[config.mk]
export PLATFORM = sky130hd
export DESIGN_NAME = psd_pin_mux
export DESIGN_NICKNAME = d
export VERILOG_FILES = /design/src/core/psd_pkg.sv /design/src/core/psd_pin_mux.sv
export VERILOG_INCLUDE_DIRS = /design/src /design/src/core
export SDC_FILE = /design/constraint.sdc
export NUM_CORES = 1
export LEC_CHECK = 0
export BUFFER_PORTS_ARGS = -buffer_cell sky130_fd_sc_hd__buf_2
export CORE_MARGIN = 4
export CORE_UTILIZATION = 45
export CTS_BUF_LIST = sky130_fd_sc_hd__clkbuf_4 sky130_fd_sc_hd__clkbuf_8
export CTS_CLUSTER_SIZE = 14
export DETAILED_ROUTE_END_ITERATION = 16
export HOLD_SLACK_MARGIN = 0.1
export PLACE_DENSITY = 0.72
export SYNTH_ARGS = -nofsm -noshare
export SYNTH_HDL_FRONTEND = slang
export SYNTH_SLANG_ARGS = --single-unit
[constraint.sdc]
create_clock -name aclk -period 2 [get_ports aclk]
set_input_delay 0.3 -clock aclk [delete_from_list [all_inputs] [get_ports aclk]]
set_output_delay 0.3 -clock aclk [all_outputs]
set_load 0.02 [all_outputs]
[src/core/psd_params.svh]
// Register indices, field positions, masks and reset values of the pin sharing block
`ifndef PSD_PARAMS_SVH
`define PSD_PARAMS_SVH

// Register indices; the byte address on the bus is four times the index
`define PSD_IDX_SEL0       30'h0000_ff00
`define PSD_IDX_SEL1       30'h0000_ff01
`define PSD_IDX_SEL2       30'h0000_ff02
`define PSD_IDX_P5DIR      30'h0000_ff03
`define PSD_IDX_P6DIR      30'h0000_ff04
`define PSD_IDX_P7DIR      30'h0000_ff05

// Implemented bits of each register
`define PSD_MASK_SEL0      8'h7f
`define PSD_MASK_SEL1      8'hc7
`define PSD_MASK_SEL2      8'h1f
`define PSD_MASK_P5DIR     8'hff
`define PSD_MASK_P6DIR     8'hff
`define PSD_MASK_P7DIR     8'hc0

// Reset values
`define PSD_RST_SEL0       8'h40
`define PSD_RST_SEL1       8'h45
`define PSD_RST_SEL2       8'h00
`define PSD_RST_P5DIR      8'h00
`define PSD_RST_P6DIR      8'h00
`define PSD_RST_P7DIR      8'h00

// Field positions
`define PSD_B_SECOND_PAIR  6
`define PSD_B_ANALOG_PAIR  7
`define PSD_B_DIGITAL_PAIR 6
`define PSD_B_IRQ1_CONNECT 2
`define PSD_B_CLKOUT_TWO   1
`define PSD_B_FIRST_PAIR   0
`define PSD_B_CLKOUT_ONE   4
`define PSD_B_P7_BIT6      6

// Bus responses
`define PSD_RESP_OKAY      2'h0
`define PSD_RESP_SLVERR    2'h2

`endif

[src/core/psd_pkg.sv]
// Types shared by the pin sharing block
package psd_pkg;

  // One eight-pin pad group: level driven and drive enable
  typedef struct packed {
    logic [7:0] out;
    logic [7:0] oe;
  } psd_pad8_s;

  // Serial channel pair: as an input the line levels, as a drive the pull-low requests
  typedef struct packed {
    logic clk;
    logic data;
  } psd_chan_s;

endpackage : psd_pkg

[src/core/psd_pin_mux.sv]
// Pin function selection and port 5/6/7 direction control behind an AXI4-Lite slave
`timescale 1ns/100ps
`default_nettype none
`include "psd_params.svh"

// Function
// - Select0 bit 6, reset 1, puts second serial pair on pins 5.6/5.7.
// - Select0 bits 5:0, reset 0, put pulse output n onto pin 5.n.
// - Select1 bit 7, reset 0, moves analog channel from first to second pair.
// - Select1 bit 6, reset 1, moves digital channel to second pair when set.
// - Select1 bit 2, reset 1, connects pin 3.3 to interrupt one input.
// - Select1 bit 1, reset 0, drives clock output two onto pin 7.6.
// - Select1 bit 0, reset 1, puts first serial pair on pins 3.0/3.1.
// - Select2 bit 4, reset 0, drives clock output one onto pin 6.6.
// - Select2 bits 3:0, reset 0, connect analog input n to pin 6.n.
// - Port 5 direction register, one bit per pin, 1 is output, reset 0.
// - Port 6 direction register, one bit per pin, 1 is output, reset 0.
// - Port 7 direction holds only bits 7 and 6, reset 0; rest reserved.
module psd_pin_mux (
  input  wire logic                aclk,
  input  wire logic                aresetn,
  input  wire logic [31:0]         s_axi_awaddr,
  input  wire logic                s_axi_awvalid,
  output logic                     s_axi_awready,
  input  wire logic [31:0]         s_axi_wdata,
  input  wire logic [3:0]          s_axi_wstrb,
  input  wire logic                s_axi_wvalid,
  output logic                     s_axi_wready,
  output logic [1:0]               s_axi_bresp,
  output logic                     s_axi_bvalid,
  input  wire logic                s_axi_bready,
  input  wire logic [31:0]         s_axi_araddr,
  input  wire logic                s_axi_arvalid,
  output logic                     s_axi_arready,
  output logic [31:0]              s_axi_rdata,
  output logic [1:0]               s_axi_rresp,
  output logic                     s_axi_rvalid,
  input  wire logic                s_axi_rready,
  input  wire logic [5:0]          pulse_out,
  input  wire logic                clock_output_one,
  input  wire logic                clock_output_two,
  input  wire psd_pkg::psd_chan_s  analog_chan_drive,
  input  wire psd_pkg::psd_chan_s  digital_chan_drive,
  input  wire logic [7:0]          port5_out,
  input  wire logic [7:0]          port6_out,
  input  wire logic [1:0]          port7_out,
  input  wire logic [2:0]          port3_out,
  input  wire logic [2:0]          port3_oe,
  input  wire logic [7:0]          p5_pad_in,
  input  wire logic [7:0]          p6_pad_in,
  input  wire logic [1:0]          p7_pad_in,
  input  wire logic [2:0]          p3_pad_in,
  output psd_pkg::psd_pad8_s       p5_pad,
  output psd_pkg::psd_pad8_s       p6_pad,
  output logic [1:0]               p7_pad_out,
  output logic [1:0]               p7_pad_oe,
  output logic [2:0]               p3_pad_out,
  output logic [2:0]               p3_pad_oe,
  output logic [7:0]               port5_in,
  output logic [7:0]               port6_in,
  output logic [1:0]               port7_in,
  output logic [2:0]               port3_in,
  output psd_pkg::psd_chan_s       analog_chan_in,
  output psd_pkg::psd_chan_s       digital_chan_in,
  output logic [3:0]               analog_in_route,
  output logic                     external_interrupt_one
);

  ////////////////////////////////////////////////////////////////////////////
  // Registers

  logic [7:0]  pin_function_select_0;
  logic [7:0]  pin_function_select_1;
  logic [7:0]  pin_function_select_2;
  logic [7:0]  port5_direction;
  logic [7:0]  port6_direction;
  logic [7:0]  port7_direction;

  logic        aw_held;
  logic        w_held;
  logic [29:0] wr_index;
  logic [7:0]  wr_data;
  logic        wr_lane0;
  logic        do_write;
  logic        wr_hit;

  function automatic logic index_mapped(input logic [29:0] idx);
    index_mapped = (idx == `PSD_IDX_SEL0) || (idx == `PSD_IDX_SEL1) ||
                   (idx == `PSD_IDX_SEL2) || (idx == `PSD_IDX_P5DIR) ||
                   (idx == `PSD_IDX_P6DIR) || (idx == `PSD_IDX_P7DIR);
  endfunction : index_mapped

  function automatic logic [7:0] read_value(input logic [29:0] idx,
                                            input logic [7:0]  s0,
                                            input logic [7:0]  s1,
                                            input logic [7:0]  s2,
                                            input logic [7:0]  d5,
                                            input logic [7:0]  d6,
                                            input logic [7:0]  d7);
    read_value = 8'h00;
    if (idx == `PSD_IDX_SEL0) read_value = s0;
    if (idx == `PSD_IDX_SEL1) read_value = s1;
    if (idx == `PSD_IDX_SEL2) read_value = s2;
    if (idx == `PSD_IDX_P5DIR) read_value = d5;
    if (idx == `PSD_IDX_P6DIR) read_value = d6;
    if (idx == `PSD_IDX_P7DIR) read_value = d7;
  endfunction : read_value

  assign do_write = aw_held && w_held && !s_axi_bvalid;
  assign wr_hit   = do_write && wr_lane0;

  ////////////////////////////////////////////////////////////////////////////
  // Write channels: address and data are taken in either order

  always_ff @(posedge aclk) begin
    if (!aresetn) begin
      aw_held       <= 1'b0;
      w_held        <= 1'b0;
      wr_index      <= 30'h0000_0000;
      wr_data       <= 8'h00;
      wr_lane0      <= 1'b0;
      s_axi_awready <= 1'b1;
      s_axi_wready  <= 1'b1;
      s_axi_bvalid  <= 1'b0;
      s_axi_bresp   <= `PSD_RESP_OKAY;
    end else begin
      if (s_axi_awvalid && s_axi_awready) begin
        aw_held       <= 1'b1;
        wr_index      <= s_axi_awaddr[31:2];
        s_axi_awready <= 1'b0;
      end
      if (s_axi_wvalid && s_axi_wready) begin
        w_held       <= 1'b1;
        wr_data      <= s_axi_wdata[7:0];
        wr_lane0     <= s_axi_wstrb[0];
        s_axi_wready <= 1'b0;
      end
      if (do_write) begin
        aw_held      <= 1'b0;
        w_held       <= 1'b0;
        s_axi_bvalid <= 1'b1;
        s_axi_bresp  <= index_mapped(wr_index) ? `PSD_RESP_OKAY : `PSD_RESP_SLVERR;
      end
      if (s_axi_bvalid && s_axi_bready) begin
        s_axi_bvalid  <= 1'b0;
        s_axi_awready <= 1'b1;
        s_axi_wready  <= 1'b1;
      end
    end
  end

  ////////////////////////////////////////////////////////////////////////////
  // Read channel: one cycle from address to data

  always_ff @(posedge aclk) begin
    if (!aresetn) begin
      s_axi_arready <= 1'b1;
      s_axi_rvalid  <= 1'b0;
      s_axi_rdata   <= 32'h0000_0000;
      s_axi_rresp   <= `PSD_RESP_OKAY;
    end else begin
      if (s_axi_arvalid && s_axi_arready) begin
        s_axi_arready <= 1'b0;
        s_axi_rvalid  <= 1'b1;
        s_axi_rdata   <= {24'h00_0000, read_value(s_axi_araddr[31:2],
                                                  pin_function_select_0,
                                                  pin_function_select_1,
                                                  pin_function_select_2,
                                                  port5_direction,
                                                  port6_direction,
                                                  port7_direction)};
        s_axi_rresp   <= index_mapped(s_axi_araddr[31:2]) ? `PSD_RESP_OKAY
                                                          : `PSD_RESP_SLVERR;
      end
      if (s_axi_rvalid && s_axi_rready) begin
        s_axi_rvalid  <= 1'b0;
        s_axi_arready <= 1'b1;
      end
    end
  end

  ////////////////////////////////////////////////////////////////////////////
  // Register storage; masks keep reserved bits at zero

  always_ff @(posedge aclk) begin
    if (!aresetn) begin
      pin_function_select_0 <= `PSD_RST_SEL0;
      pin_function_select_1 <= `PSD_RST_SEL1;
      pin_function_select_2 <= `PSD_RST_SEL2;
      port5_direction       <= `PSD_RST_P5DIR;
      port6_direction       <= `PSD_RST_P6DIR;
      port7_direction       <= `PSD_RST_P7DIR;
    end else if (wr_hit) begin
      if (wr_index == `PSD_IDX_SEL0)
        pin_function_select_0 <= wr_data & `PSD_MASK_SEL0;
      if (wr_index == `PSD_IDX_SEL1)
        pin_function_select_1 <= wr_data & `PSD_MASK_SEL1;
      if (wr_index == `PSD_IDX_SEL2)
        pin_function_select_2 <= wr_data & `PSD_MASK_SEL2;
      if (wr_index == `PSD_IDX_P5DIR)
        port5_direction <= wr_data & `PSD_MASK_P5DIR;
      if (wr_index == `PSD_IDX_P6DIR)
        port6_direction <= wr_data & `PSD_MASK_P6DIR;
      if (wr_index == `PSD_IDX_P7DIR)
        port7_direction <= wr_data & `PSD_MASK_P7DIR;
    end
  end

  ////////////////////////////////////////////////////////////////////////////
  // Pad input synchronisers: three stages, a change counts once stages two
  // and three agree, which also rejects single-cycle glitches

  logic [20:0] pad_raw;
  logic [20:0] sync1;
  logic [20:0] sync2;
  logic [20:0] sync3;
  logic [20:0] pad_level;

  assign pad_raw = {p3_pad_in, p7_pad_in, p6_pad_in, p5_pad_in};

  always_ff @(posedge aclk) begin
    if (!aresetn) begin
      sync1     <= 21'h1f_ffff;
      sync2     <= 21'h1f_ffff;
      sync3     <= 21'h1f_ffff;
      pad_level <= 21'h1f_ffff;
    end else begin
      sync1     <= pad_raw;
      sync2     <= sync1;
      sync3     <= sync2;
      pad_level <= (sync2 & sync3) | (pad_level & (sync2 ^ sync3));
    end
  end

  ////////////////////////////////////////////////////////////////////////////
  // Pin routing

  logic               second_serial_pair_sel;
  logic [5:0]         pulse_sel;
  logic               analog_channel_pair_sel;
  logic               digital_channel_pair_sel;
  logic               ext_irq1_pin_connect;
  logic               clock_out_two_sel;
  logic               first_serial_pair_sel;
  logic               clock_out_one_sel;
  logic [3:0]         analog_sel;
  psd_pkg::psd_chan_s first_pair_pull;
  psd_pkg::psd_chan_s second_pair_pull;
  psd_pkg::psd_chan_s first_pair_level;
  psd_pkg::psd_chan_s second_pair_level;
  psd_pkg::psd_pad8_s next_p5_pad;
  psd_pkg::psd_pad8_s next_p6_pad;
  logic [1:0]         next_p7_out;
  logic [1:0]         next_p7_oe;
  logic [2:0]         next_p3_out;
  logic [2:0]         next_p3_oe;

  assign second_serial_pair_sel   = pin_function_select_0[`PSD_B_SECOND_PAIR];
  assign pulse_sel                = pin_function_select_0[5:0];
  assign analog_channel_pair_sel  = pin_function_select_1[`PSD_B_ANALOG_PAIR];
  assign digital_channel_pair_sel = pin_function_select_1[`PSD_B_DIGITAL_PAIR];
  assign ext_irq1_pin_connect     = pin_function_select_1[`PSD_B_IRQ1_CONNECT];
  assign clock_out_two_sel        = pin_function_select_1[`PSD_B_CLKOUT_TWO];
  assign first_serial_pair_sel    = pin_function_select_1[`PSD_B_FIRST_PAIR];
  assign clock_out_one_sel        = pin_function_select_2[`PSD_B_CLKOUT_ONE];
  assign analog_sel               = pin_function_select_2[3:0];

  // Serial lines are open drain: a channel only ever pulls its pair low
  always_comb begin
    first_pair_pull.clk   = (!analog_channel_pair_sel && analog_chan_drive.clk) ||
                            (!digital_channel_pair_sel && digital_chan_drive.clk);
    first_pair_pull.data  = (!analog_channel_pair_sel && analog_chan_drive.data) ||
                            (!digital_channel_pair_sel && digital_chan_drive.data);
    second_pair_pull.clk  = (analog_channel_pair_sel && analog_chan_drive.clk) ||
                            (digital_channel_pair_sel && digital_chan_drive.clk);
    second_pair_pull.data = (analog_channel_pair_sel && analog_chan_drive.data) ||
                            (digital_channel_pair_sel && digital_chan_drive.data);
    // A pair not routed to its pins reads idle high
    first_pair_level.clk   = first_serial_pair_sel ? pad_level[18] : 1'b1;
    first_pair_level.data  = first_serial_pair_sel ? pad_level[19] : 1'b1;
    second_pair_level.clk  = second_serial_pair_sel ? pad_level[6] : 1'b1;
    second_pair_level.data = second_serial_pair_sel ? pad_level[7] : 1'b1;
  end

  always_comb begin
    next_p5_pad.out = port5_out;
    next_p5_pad.oe  = port5_direction;
    for (int i = 0; i < 6; i++) begin
      if (pulse_sel[i]) begin
        next_p5_pad.out[i] = pulse_out[i];
        next_p5_pad.oe[i]  = 1'b1;
      end
    end
    if (second_serial_pair_sel) begin
      next_p5_pad.out[7:6] = 2'h0;
      next_p5_pad.oe[6]    = second_pair_pull.clk;
      next_p5_pad.oe[7]    = second_pair_pull.data;
    end

    next_p6_pad.out = port6_out;
    next_p6_pad.oe  = port6_direction;
    for (int i = 0; i < 4; i++) begin
      if (analog_sel[i]) begin
        next_p6_pad.out[i] = 1'b0;
        next_p6_pad.oe[i]  = 1'b0;
      end
    end
    if (clock_out_one_sel) begin
      next_p6_pad.out[6] = clock_output_one;
      next_p6_pad.oe[6]  = 1'b1;
    end

    // Bit 0 here is pin 7.6, bit 1 is pin 7.7
    next_p7_out = port7_out;
    next_p7_oe  = port7_direction[7:6];
    if (clock_out_two_sel) begin
      next_p7_out[0] = clock_output_two;
      next_p7_oe[0]  = 1'b1;
    end

    // Bits are pins 3.0, 3.1 and 3.3; port mode keeps receive and transmit
    next_p3_out = port3_out;
    next_p3_oe  = port3_oe;
    if (first_serial_pair_sel) begin
      next_p3_out[1:0] = 2'h0;
      next_p3_oe[0]    = first_pair_pull.clk;
      next_p3_oe[1]    = first_pair_pull.data;
    end
  end

  ////////////////////////////////////////////////////////////////////////////
  // Registered outputs

  always_ff @(posedge aclk) begin
    if (!aresetn) begin
      p5_pad          <= '0;
      p6_pad          <= '0;
      p7_pad_out      <= 2'h0;
      p7_pad_oe       <= 2'h0;
      p3_pad_out      <= 3'h0;
      p3_pad_oe       <= 3'h0;
      analog_chan_in  <= 2'h3;
      digital_chan_in <= 2'h3;
      analog_in_route <= 4'h0;
    end else begin
      p5_pad          <= next_p5_pad;
      p6_pad          <= next_p6_pad;
      p7_pad_out      <= next_p7_out;
      p7_pad_oe       <= next_p7_oe;
      p3_pad_out      <= next_p3_out;
      p3_pad_oe       <= next_p3_oe;
      analog_chan_in  <= analog_channel_pair_sel ? second_pair_level
                                                 : first_pair_level;
      digital_chan_in <= digital_channel_pair_sel ? second_pair_level
                                                  : first_pair_level;
      analog_in_route <= analog_sel;
    end
  end

  // Port input values are always the filtered pad levels
  always_ff @(posedge aclk) begin
    if (!aresetn) begin
      port5_in <= 8'hff;
      port6_in <= 8'hff;
      port7_in <= 2'h3;
      port3_in <= 3'h7;
    end else begin
      port5_in <= pad_level[7:0];
      port6_in <= pad_level[15:8];
      port7_in <= pad_level[17:16];
      port3_in <= pad_level[20:18];
    end
  end

  // Interrupt input is active low, so a disconnected pin reads inactive high;
  // software must disconnect it while pin 3.3 serves as general purpose
  always_ff @(posedge aclk) begin
    if (!aresetn) begin
      external_interrupt_one <= 1'b1;
    end else begin
      external_interrupt_one <= ext_irq1_pin_connect ? pad_level[20] : 1'b1;
    end
  end

endmodule : psd_pin_mux
`default_nettype wire

==> results of run 1 <==
-- cell usage after synthesis (3+ instances only) --
cell type,n,share of area [%]
a21boi_0,42,3.5
a21oi_1,4,0.23
and2_1,15,1.1
and3b_1,8,0.79
and4b_1,4,0.45
buf_1,3,0.13
buf_4,26,2.2
clkbuf_1,42,1.8
dfxtp_1,247,56
ha_1,21,3.0
inv_1,16,0.68
mux2_2,3,0.38
mux2i_1,52,5.9
nand2_1,160,6.8
nand2b_1,90,6.3
nand3_1,4,0.23
nand3b_1,27,2.3
nand4_1,3,0.21
nor2_1,10,0.42
nor2b_1,17,1.2
nor3_1,4,0.23
nor4_1,4,0.28
nor4b_4,3,0.80
o211a_1,4,0.45
o21a_1,8,0.68
o21ai_0,19,1.1
o2bb2ai_1,3,0.30
-- worst max-delay path by stage --
stage,start,to,slack [ps],cells past startpoint
after floorplan,wr_index[16],port6_direction[0],290,4
after global placement,s_axi_araddr[19],s_axi_rdata[7],220,5
after detailed placement,s_axi_araddr[19],s_axi_rdata[7],190,5
after CTS,wr_index[16],port5_direction[0],180,5
after global routing,wr_index[16],port5_direction[0],70,5
final,wr_index[16],pin_function_select_1[6],190,5
-- metal layers --
layer  vias up  routed length [um]  global-route usage (%)
li1       3477                   -                       -
met1      3175                8680                    22.0
met2       239               10100                    32.1
met3        37                1440                    4.11
met4         0                 516                    6.51
met5         -                   0                       0
-- timing repair --
action / in CTS / in global routing
hold buffers: 98 / 0
hold endpoints to repair: 89 / 0
endpoints found under the setup margin: 0 / 0
-- worst register-to-register path, cell delays in order, from the launching register on --
cell and delay (ps):
dfxtp_1 320, nor4b_2 420, nand4_2 320, nor4b_4 270, buf_4 200, mux2i_1 210
-- registers in the layout, indices dropped and copies added (netlist names), 16 cells and up --
name / flops
wr_index: 30
sync1: 21
sync2: 21
pad_level: 21
p6_pad: 16
sync3: 21
p5_pad: 16
-- area by class of cell --
cell class,count,share of cell area (%)
Clock buffer,68,6.89
Tap cell,265,2.74
Multi-Input combinational cell,555,29.8
Sequential cell,247,40.8
Inverter,16,0.495
Timing Repair Buffer,331,18.6
Clock inverter,6,0.681
-- kinds of logic (layout without fill, tap and decap cells) --
| logic type | count (synthesis) | count (layout) | synth area share (%) |
|---|---|---|---|
| compound gates | 91 | 91 | 7.25 |
| fa+ha+maj | 21 | 21 | 2.95 |
| buf+inv | 87 | 421 | 4.77 |
| flops | 247 | 247 | 55.6 |
| mux | 56 | 56 | 6.49 |
| other cells | 1 | 26 | 0.0422 |
| simple gates | 361 | 361 | 22.9 |
-- per-stage QoR --
step	utilization, %	std cells	hold slack, ps
finish	62.3	1488	154
global route	62.3	1488	153
CTS	62.3	1488	119
detailed placement	52.5	1316	392
global placement	52.5	1316	388
floorplan	-	889	386
-- where the power goes --
group | leakage, nW | internal [mW] | switching, mW | total, mW
sequential | 2.02 | 5.09 | 0.0817 | 5.17
combinational | 2.70 | 0.432 | 0.424 | 0.856
clock | 0.488 | 2.89 | 1.90 | 4.79
total | 5.21 | 8.41 | 2.40 | 10.8
==> flow_summary_export.csv, run 1 <==
group,metric,value,unit
outcome,status,"finished clean",
timing,period_minus_slack,1810,ps
worst_setup_path,crit_type,"register to register",
synth,synthCells,864,
layout,drive_above_1_share,26.3,%
layout,area_delta_synth_final,36.3,%
die,die_area,22100,um2
die,die_h,149,um
die,rows,51,
timing,fin_tns_setup,0,ps
pwr,p_per_area,892,nW/um2
cts,htreeDepth,2,
layout,final_design_area_no_fill,12100,um2
routing,routed_wl,20700,um
grt,grt_overflow,0,
pwr,leakage,5.21,nW
routing,dr.first_iter.drc_count,229,
layout,nets,1377,
layout,final_common_cell,"dfxtp_1",
cts,clock_path_buffers,3,
routing,wl_per_cell,13.9,um
timing,rsz0062_at_grt,"no",
cts,clock_latency,530,ps
cts,cts_setup_buffers,0,
worst_setup_path,slowest_delay,420,ps
pwr,ir_drop,541,uV
synth,yosysWarnings,0,
grt,antenna_found_initial,0,
cts,clock-sinks,247,
layout,final-seq-area,4940,um2
worst_setup_path,worstReg2RegStart,"wr_index[16]",
timing,fin_ws,190,ps
worst_setup_path,r2r_cells,5,
worst_hold_path,min_to,"s_axi_rresp[1]",
grt,grt_pass1_vias,6943,
routing,drc,0,
pwr,finalPower,10.8,mW
timing,fmax,552,MHz
worst_hold_path,holdPathStages,3,
grt,grt_max_degree,73,
place,gp_congestion,0.753,
die,pin_count,277,
worst_setup_path,critPathBufInv,1,
routing,ant_nets,0,
die,core-area,19500,um2
place,placed_area,10200,um2
timing,setup_viol_count_final,0,
cts,cts_buffers,41,
timing,skew,17.8,ps
timing,slew_viol_final,0,
synth,ys_types,47,
layout,final_cell_mix,"dfxtp_1, buf_2, nand2_1",
place,dp_hpwl,13600,um
routing,vias,6928,
synth,syn_area,8890,um2
worst_hold_path,worstHoldPathType,"input pin to register",
timing,final.period_utilization,90.5,%
layout,diodes,0,
worst_setup_path,end_kind,"register",
die,die_x,149,um
worst_setup_path,cp_cell_sequence,"nor4b_2, nand4_2, nor4b_4, buf_4, mux2i_1",
cts,tritoncts,"done",
synth,synth-seq-area-share,55.6,%
layout,fillCellCount,1590,
grt,grt_usage,18.3,%
timing,hold_viol,0,
run,drv_cap,0,
cts,cts.clk_slew.worst_paths,60,ps
worst_setup_path,r2r-end,"pin_function_select_1[6]",
layout,multi_input_area,3620,um2
place,portBuffers,219,
synth,ys_async_sr_fraction,0,%
worst_setup_path,crit_arrival,2260,ps
synth,synth_edf_count,0,
worst_setup_path,cp_slowest_cell,"nor4b_2",
worst_setup_path,critPathMaxFanout,5,
grt,grt_pass1_wl,33000,um
worst_hold_path,min_from,"s_axi_arvalid",
worst_setup_path,cp_top_family,"simple AND/OR/NAND/NOR gates",
routing,dr.pass1.iters,5,
place,pre_cts_ws,189,ps
worst_setup_path,required,2450,ps
cts,cts-resized-gates,0,
worst_setup_path,r2r_setup_slack,190,ps
routing,viasPerCell,4.66,
cts,cts_root_buf,"clkbuf_8",
die,start_util,45.7,%
synth,dominantRegCellSynth,"dfxtp_1",
synth,synth_seq_cells,247,
worst_setup_path,critPathLaunchType,"register",
synth,avgSynthCellArea,10.3,um2
Power figures use the tool's default switching activity.
==> run 2, diff against run 1 <==
Settings changed: BUFFER_PORTS_ARGS -buffer_cell sky130_fd_sc_hd__buf_2 to -buffer_cell sky130_fd_sc_hd__buf_4, PLACE_DENSITY 0.72 to 0.74.
Clock period 2 ns to 1.5 ns, I/O delays scaled along.
==> run 2 against run 1 <==
Clock power increased by 24%. The run now ends with setup timing left. Via count increased by 2.1%. First-iteration DRC count increased by 3.1%. Critical path depth increased by 1. Count of clock-buffer cells in the layout decreased by 3. Global-route usage increased by 1.2 points. Sequential share of layout area decreased by 2.3 points. Sequential power increased by 33%.
==> flow_summary_export.csv, run 2 (same netlist as run 1, synthesis figures left out) <==
group,metric,value,unit
die,die_x,149,um
routing,drc,0,
run,drv_cap,0,
worst_hold_path,worstHoldPathType,"input pin to register",
die,pin_count,277,
timing,fmax,589,MHz
grt,grt_overflow,0,
outcome,status,"finished, violations left",
layout,nets,1404,
layout,regMostFlops,"wr_index",
worst_setup_path,end_kind,"register",
routing,wl_met3,1430,um
layout,final_util,66.1,%
timing,fin_ws,-199,ps
worst_setup_path,critPathMaxFanout,7,
grt,grt_usage,19.5,%
cts,htreeDepth,2,
grt,grt_pass1_wl,34900,um
routing,ant_nets,0,
layout,final_cell_mix,"buf_4, dfxtp_1, nand2_1",
die,core-area,19500,um2
cts,clock_latency,520,ps
timing,fin_tns_setup,-4930,ps
die,die_area,22100,um2
timing,hold_viol,0,
pwr,p_per_area,1100,nW/um2
routing,viasPerCell,4.68,
layout,area_delta_synth_final,44.8,%
routing,wl_met2,11000,um
place,portBuffers,219,
timing,rsz0062_at_grt,"yes",
timing,skew,14.2,ps
timing,setup_viol_count_final,36,
routing,met1Wirelength,9250,um
grt,antenna_found_initial,0,
routing,routed_wl,22100,um
pwr,leakage,5.48,nW
grt,grt_pass1_vias,7219,
layout,multi_input_area,3660,um2
place,gp_congestion,0.755,
timing,period_minus_slack,1700,ps
layout,final_common_cell,"buf_4",
timing,final.period_utilization,113,%
cts,clock_path_buffers,3,
die,rows,51,
layout,final-seq-area,4950,um2
routing,wl_per_cell,14.7,um
cts,tritoncts,"done",
timing,slew_viol_final,0,
worst_setup_path,crit_arrival,2150,ps
pwr,ir_drop,692,uV
worst_setup_path,critPathLaunchType,"register",
outcome,violations,"setup timing",
die,start_util,45.7,%
routing,dr.first_iter.drc_count,236,
layout,fillCellCount,1492,
cts,cts_root_buf,"clkbuf_8",
routing,vias,7075,
layout,largest_register_ffs,30,
cts,cts.clk_slew.worst_paths,60,ps
layout,diodes,0,
timing,fin_hold_ws,135,ps
cts,cts_buffers,41,
routing,dr.pass1.iters,4,
worst_setup_path,required,1950,ps
routing,highest_layer,"met4",
grt,grt_max_degree,85,
die,die_h,149,um
worst_setup_path,crit_type,"register to register",
cts,clock-sinks,247,
place,dp_hpwl,14500,um
layout,drive_above_1_share,27.8,%
==> run 2: layout make-up <==
type | count | share of cell area, %
Clock buffer | 65 | 6.22
Clock inverter | 5 | 0.292
Inverter | 16 | 0.467
Multi-Input combinational cell | 555 | 28.4
Sequential cell | 247 | 38.5
Tap cell | 265 | 2.58
Timing Repair Buffer | 358 | 23.6
==> run 2: where the power goes <==
group / switching [mW] / internal [mW]
sequential: 0.113 / 6.78
combinational: 0.604 / 0.741
clock: 2.53 / 3.39
total: 3.25 / 10.9
==> run 2: repair_timing <==
action                                  CTS  global route
resized for setup                         4             1
endpoints found under the setup margin   36            36
setup buffers                             2             1
hold buffers                            102             0
pin swaps                                 4             1
endpoints found under the hold margin    92             0
==> run 2: worst paths after layout <==
| path | cells after the start | from | slack (ps) | to |
|---|---|---|---|---|
| min reg2reg | 1 | sync1[12] | 400 | sync2[12] |
| min | 3 | s_axi_araddr[3] | 130 | s_axi_rdata[2] |
| max | 6 | wr_index[26] | -200 | pin_function_select_0[6] |
| max reg2reg | 6 | wr_index[26] | -200 | pin_function_select_0[6] |
==> run 2: layer usage <==
layer | up-vias | GRT usage, %
met5 | - | 0
met4 | 0 | 6.65
met3 | 36 | 4.91
met2 | 214 | 34.4
met1 | 3295 | 23.0
li1 | 3530 | -
==> run 2: through the flow <==
step | cells | total power [mW] | setup slack (ps) | cell area, um2
after floorplan | 889 | 7.66 | -202 | 9030
after global placement | 1336 | 8.12 | -154 | 11000
after detailed placement | 1336 | 8.15 | -218 | 11000
after CTS | 1510 | 14.3 | -208 | 12900
after global routing | 1511 | 14.8 | -341 | 12900
final | 1511 | 14.2 | -199 | 12900
==> run 2: critical path: stages, from the launching register on <==
cell and delay [ps]:
dfxtp_2 340, nor4_4 370, nand4_4 170, buf_4 190, nor4_4 190, buf_12 180, mux2i_1 170
==> run 3, diff against run 2 <==
==> constraint.sdc (replaced) <==
create_clock -name aclk -period 1.5 [get_ports aclk]
set_input_delay 0.15 -clock aclk [delete_from_list [all_inputs] [get_ports aclk]]
set_output_delay 0.15 -clock aclk [all_outputs]
set_load 0.02 [all_outputs]
==> run 3 against run 2 <==
The run still ends with setup timing left. Cell count grew 1.5%. Utilization grew 1.2 points. Sequential power is essentially flat. Hold slack gained 57 ps. Maximum frequency grew 0.52%. Wire length grew 2.9%. Sequential cell count is the same. Count of clock-buffer cells in the layout grew 4. Clock power grew 3%. Clock skew grew 9.9 ps. Register-to-register slack is essentially flat. Critical path type unchanged. Largest cell class unchanged.
==> flow_summary_export.csv, run 3 (same netlist as run 1, synthesis figures left out) <==
group,metric,value,unit
timing,slew_viol_final,0,
cts,clock_path_buffers,3,
layout,final_common_cell,"buf_4",
die,die_h,149,um
timing,fin_hold_ws,191,ps
routing,viasPerCell,4.67,
timing,fmax,592,MHz
layout,final_cell_mix,"buf_4, dfxtp_1, nand2_1",
timing,fin_tns_setup,-4780,ps
worst_setup_path,required,1970,ps
die,die_x,149,um
timing,rsz0062_at_grt,"yes",
run,drv_cap,0,
routing,routed_wl,22800,um
place,dp_hpwl,14500,um
timing,period_minus_slack,1690,ps
grt,grt_pass1_wl,35500,um
timing,worstMarginPinSlew,553,ps
layout,drive_above_1_share,27.5,%
die,core-area,19500,um2
routing,dr.first_iter.drc_count,255,
worst_setup_path,end_kind,"register",
pwr,leakage,5.57,nW
routing,ant_nets,0,
cts,clock-sinks,247,
pwr,ir_drop,635,uV
timing,skew,24.1,ps
grt,grt_overflow,0,
die,rows,51,
routing,dr.pass1.iters,4,
worst_setup_path,critPathMaxFanout,5,
grt,antenna_found_initial,0,
place,place_inst,1333,
timing,relSlewSlack,63.1,%
layout,regMostFlops,"wr_index",
routing,vias,7154,
grt,grt_usage,19.8,%
routing,drc,0,
cts,cts_root_buf,"clkbuf_8",
worst_setup_path,critPathLaunchType,"register",
cts,clock_latency,540,ps
die,pin_count,277,
grt,grt_pass1_vias,7265,
layout,stdcell_count,1533,
grt,grt_max_degree,93,
die,die_area,22100,um2
worst_setup_path,crit_type,"register to register",
cts,htreeDepth,2,
routing,wl_per_cell,14.9,um
layout,diodes,0,
cts,cts_buffers,41,
pwr,finalPower,14.4,mW
place,gp_congestion,0.775,
cts,tritoncts,"done",
cts,cts.clk_slew.worst_paths,60,ps
place,portBuffers,219,
timing,final.period_utilization,113,%
layout,nets,1423,
outcome,violations,"setup timing",
worst_hold_path,worstHoldPathType,"input pin to register",
pwr,p_per_area,1100,nW/um2
outcome,status,"finished, violations left",
timing,fin_ws,-190,ps
layout,largest_register_ffs,30,
timing,setup_viol_count_final,36,
worst_setup_path,crit_arrival,2160,ps
layout,fillCellCount,1490,
layout,area_delta_synth_final,47.5,%
die,start_util,45.7,%
timing,hold_viol,0,
run 3: metrics by stage:
| step | cell area (um2) | setup WS, ps | utilization [%] |
|---|---|---|---|
| after CTS | 13100 | -229 | 67.1 |
| final | 13100 | -190 | 67.4 |
| after global placement | 10900 | -129 | 56.2 |
| after floorplan | 9030 | -202 | - |
| after detailed placement | 10900 | -218 | 56.2 |
| after global routing | 13100 | -306 | 67.4 |
run 3: final timing paths:
check / from / end / slack (ps) / cells past startpoint
setup / recovery: wr_index[7] / pin_function_select_1[2] / -190 / 6
hold / removal: s_axi_araddr[22] / s_axi_rdata[5] / 190 / 6
setup reg to reg: wr_index[7] / pin_function_select_1[2] / -190 / 6
hold reg to reg: sync1[8] / sync2[8] / 400 / 1
run 3: final cells by class:
class	count	area, um2	area share (%)
repair buffers	377	3240	24.7
multi-input cells	555	3660	27.9
well taps	265	332	2.53
clock buffers	69	837	6.38
clock inverters	4	30.0	0.229
flip-flops and latches	247	4950	37.8
inverters	16	60.1	0.458
run 3: timing repair:
item | in CTS | in global routing
cloned | 0 | 1
pin swaps | 3 | 8
buffers inserted | 2 | 1
setup endpoints to repair | 36 | 38
hold buffers | 123 | 0
gates resized for setup | 2 | 7
endpoints found under the hold margin | 170 | 0
run 3: metal layers:
layer,track usage (%),routed length (um),vias to the layer above
li1,-,-,3580
met1,23.1,9250,3312
met2,35.3,11500,225
met3,5.06,1540,37
met4,6.65,464,0
met5,0,0,-
run 3: power breakdown:
part,internal (mW),switching [mW]
Combinational,0.783,0.624
Sequential,6.78,0.111
Clock,3.52,2.57
run 3: worst max-delay path, cell delays in order (launching register included):
cell and delay (ps):
dfxtp_2 330, nor4b_4 330, nand4_4 210, buf_6 180
nor4b_4 210, buf_6 160, mux2i_1 190
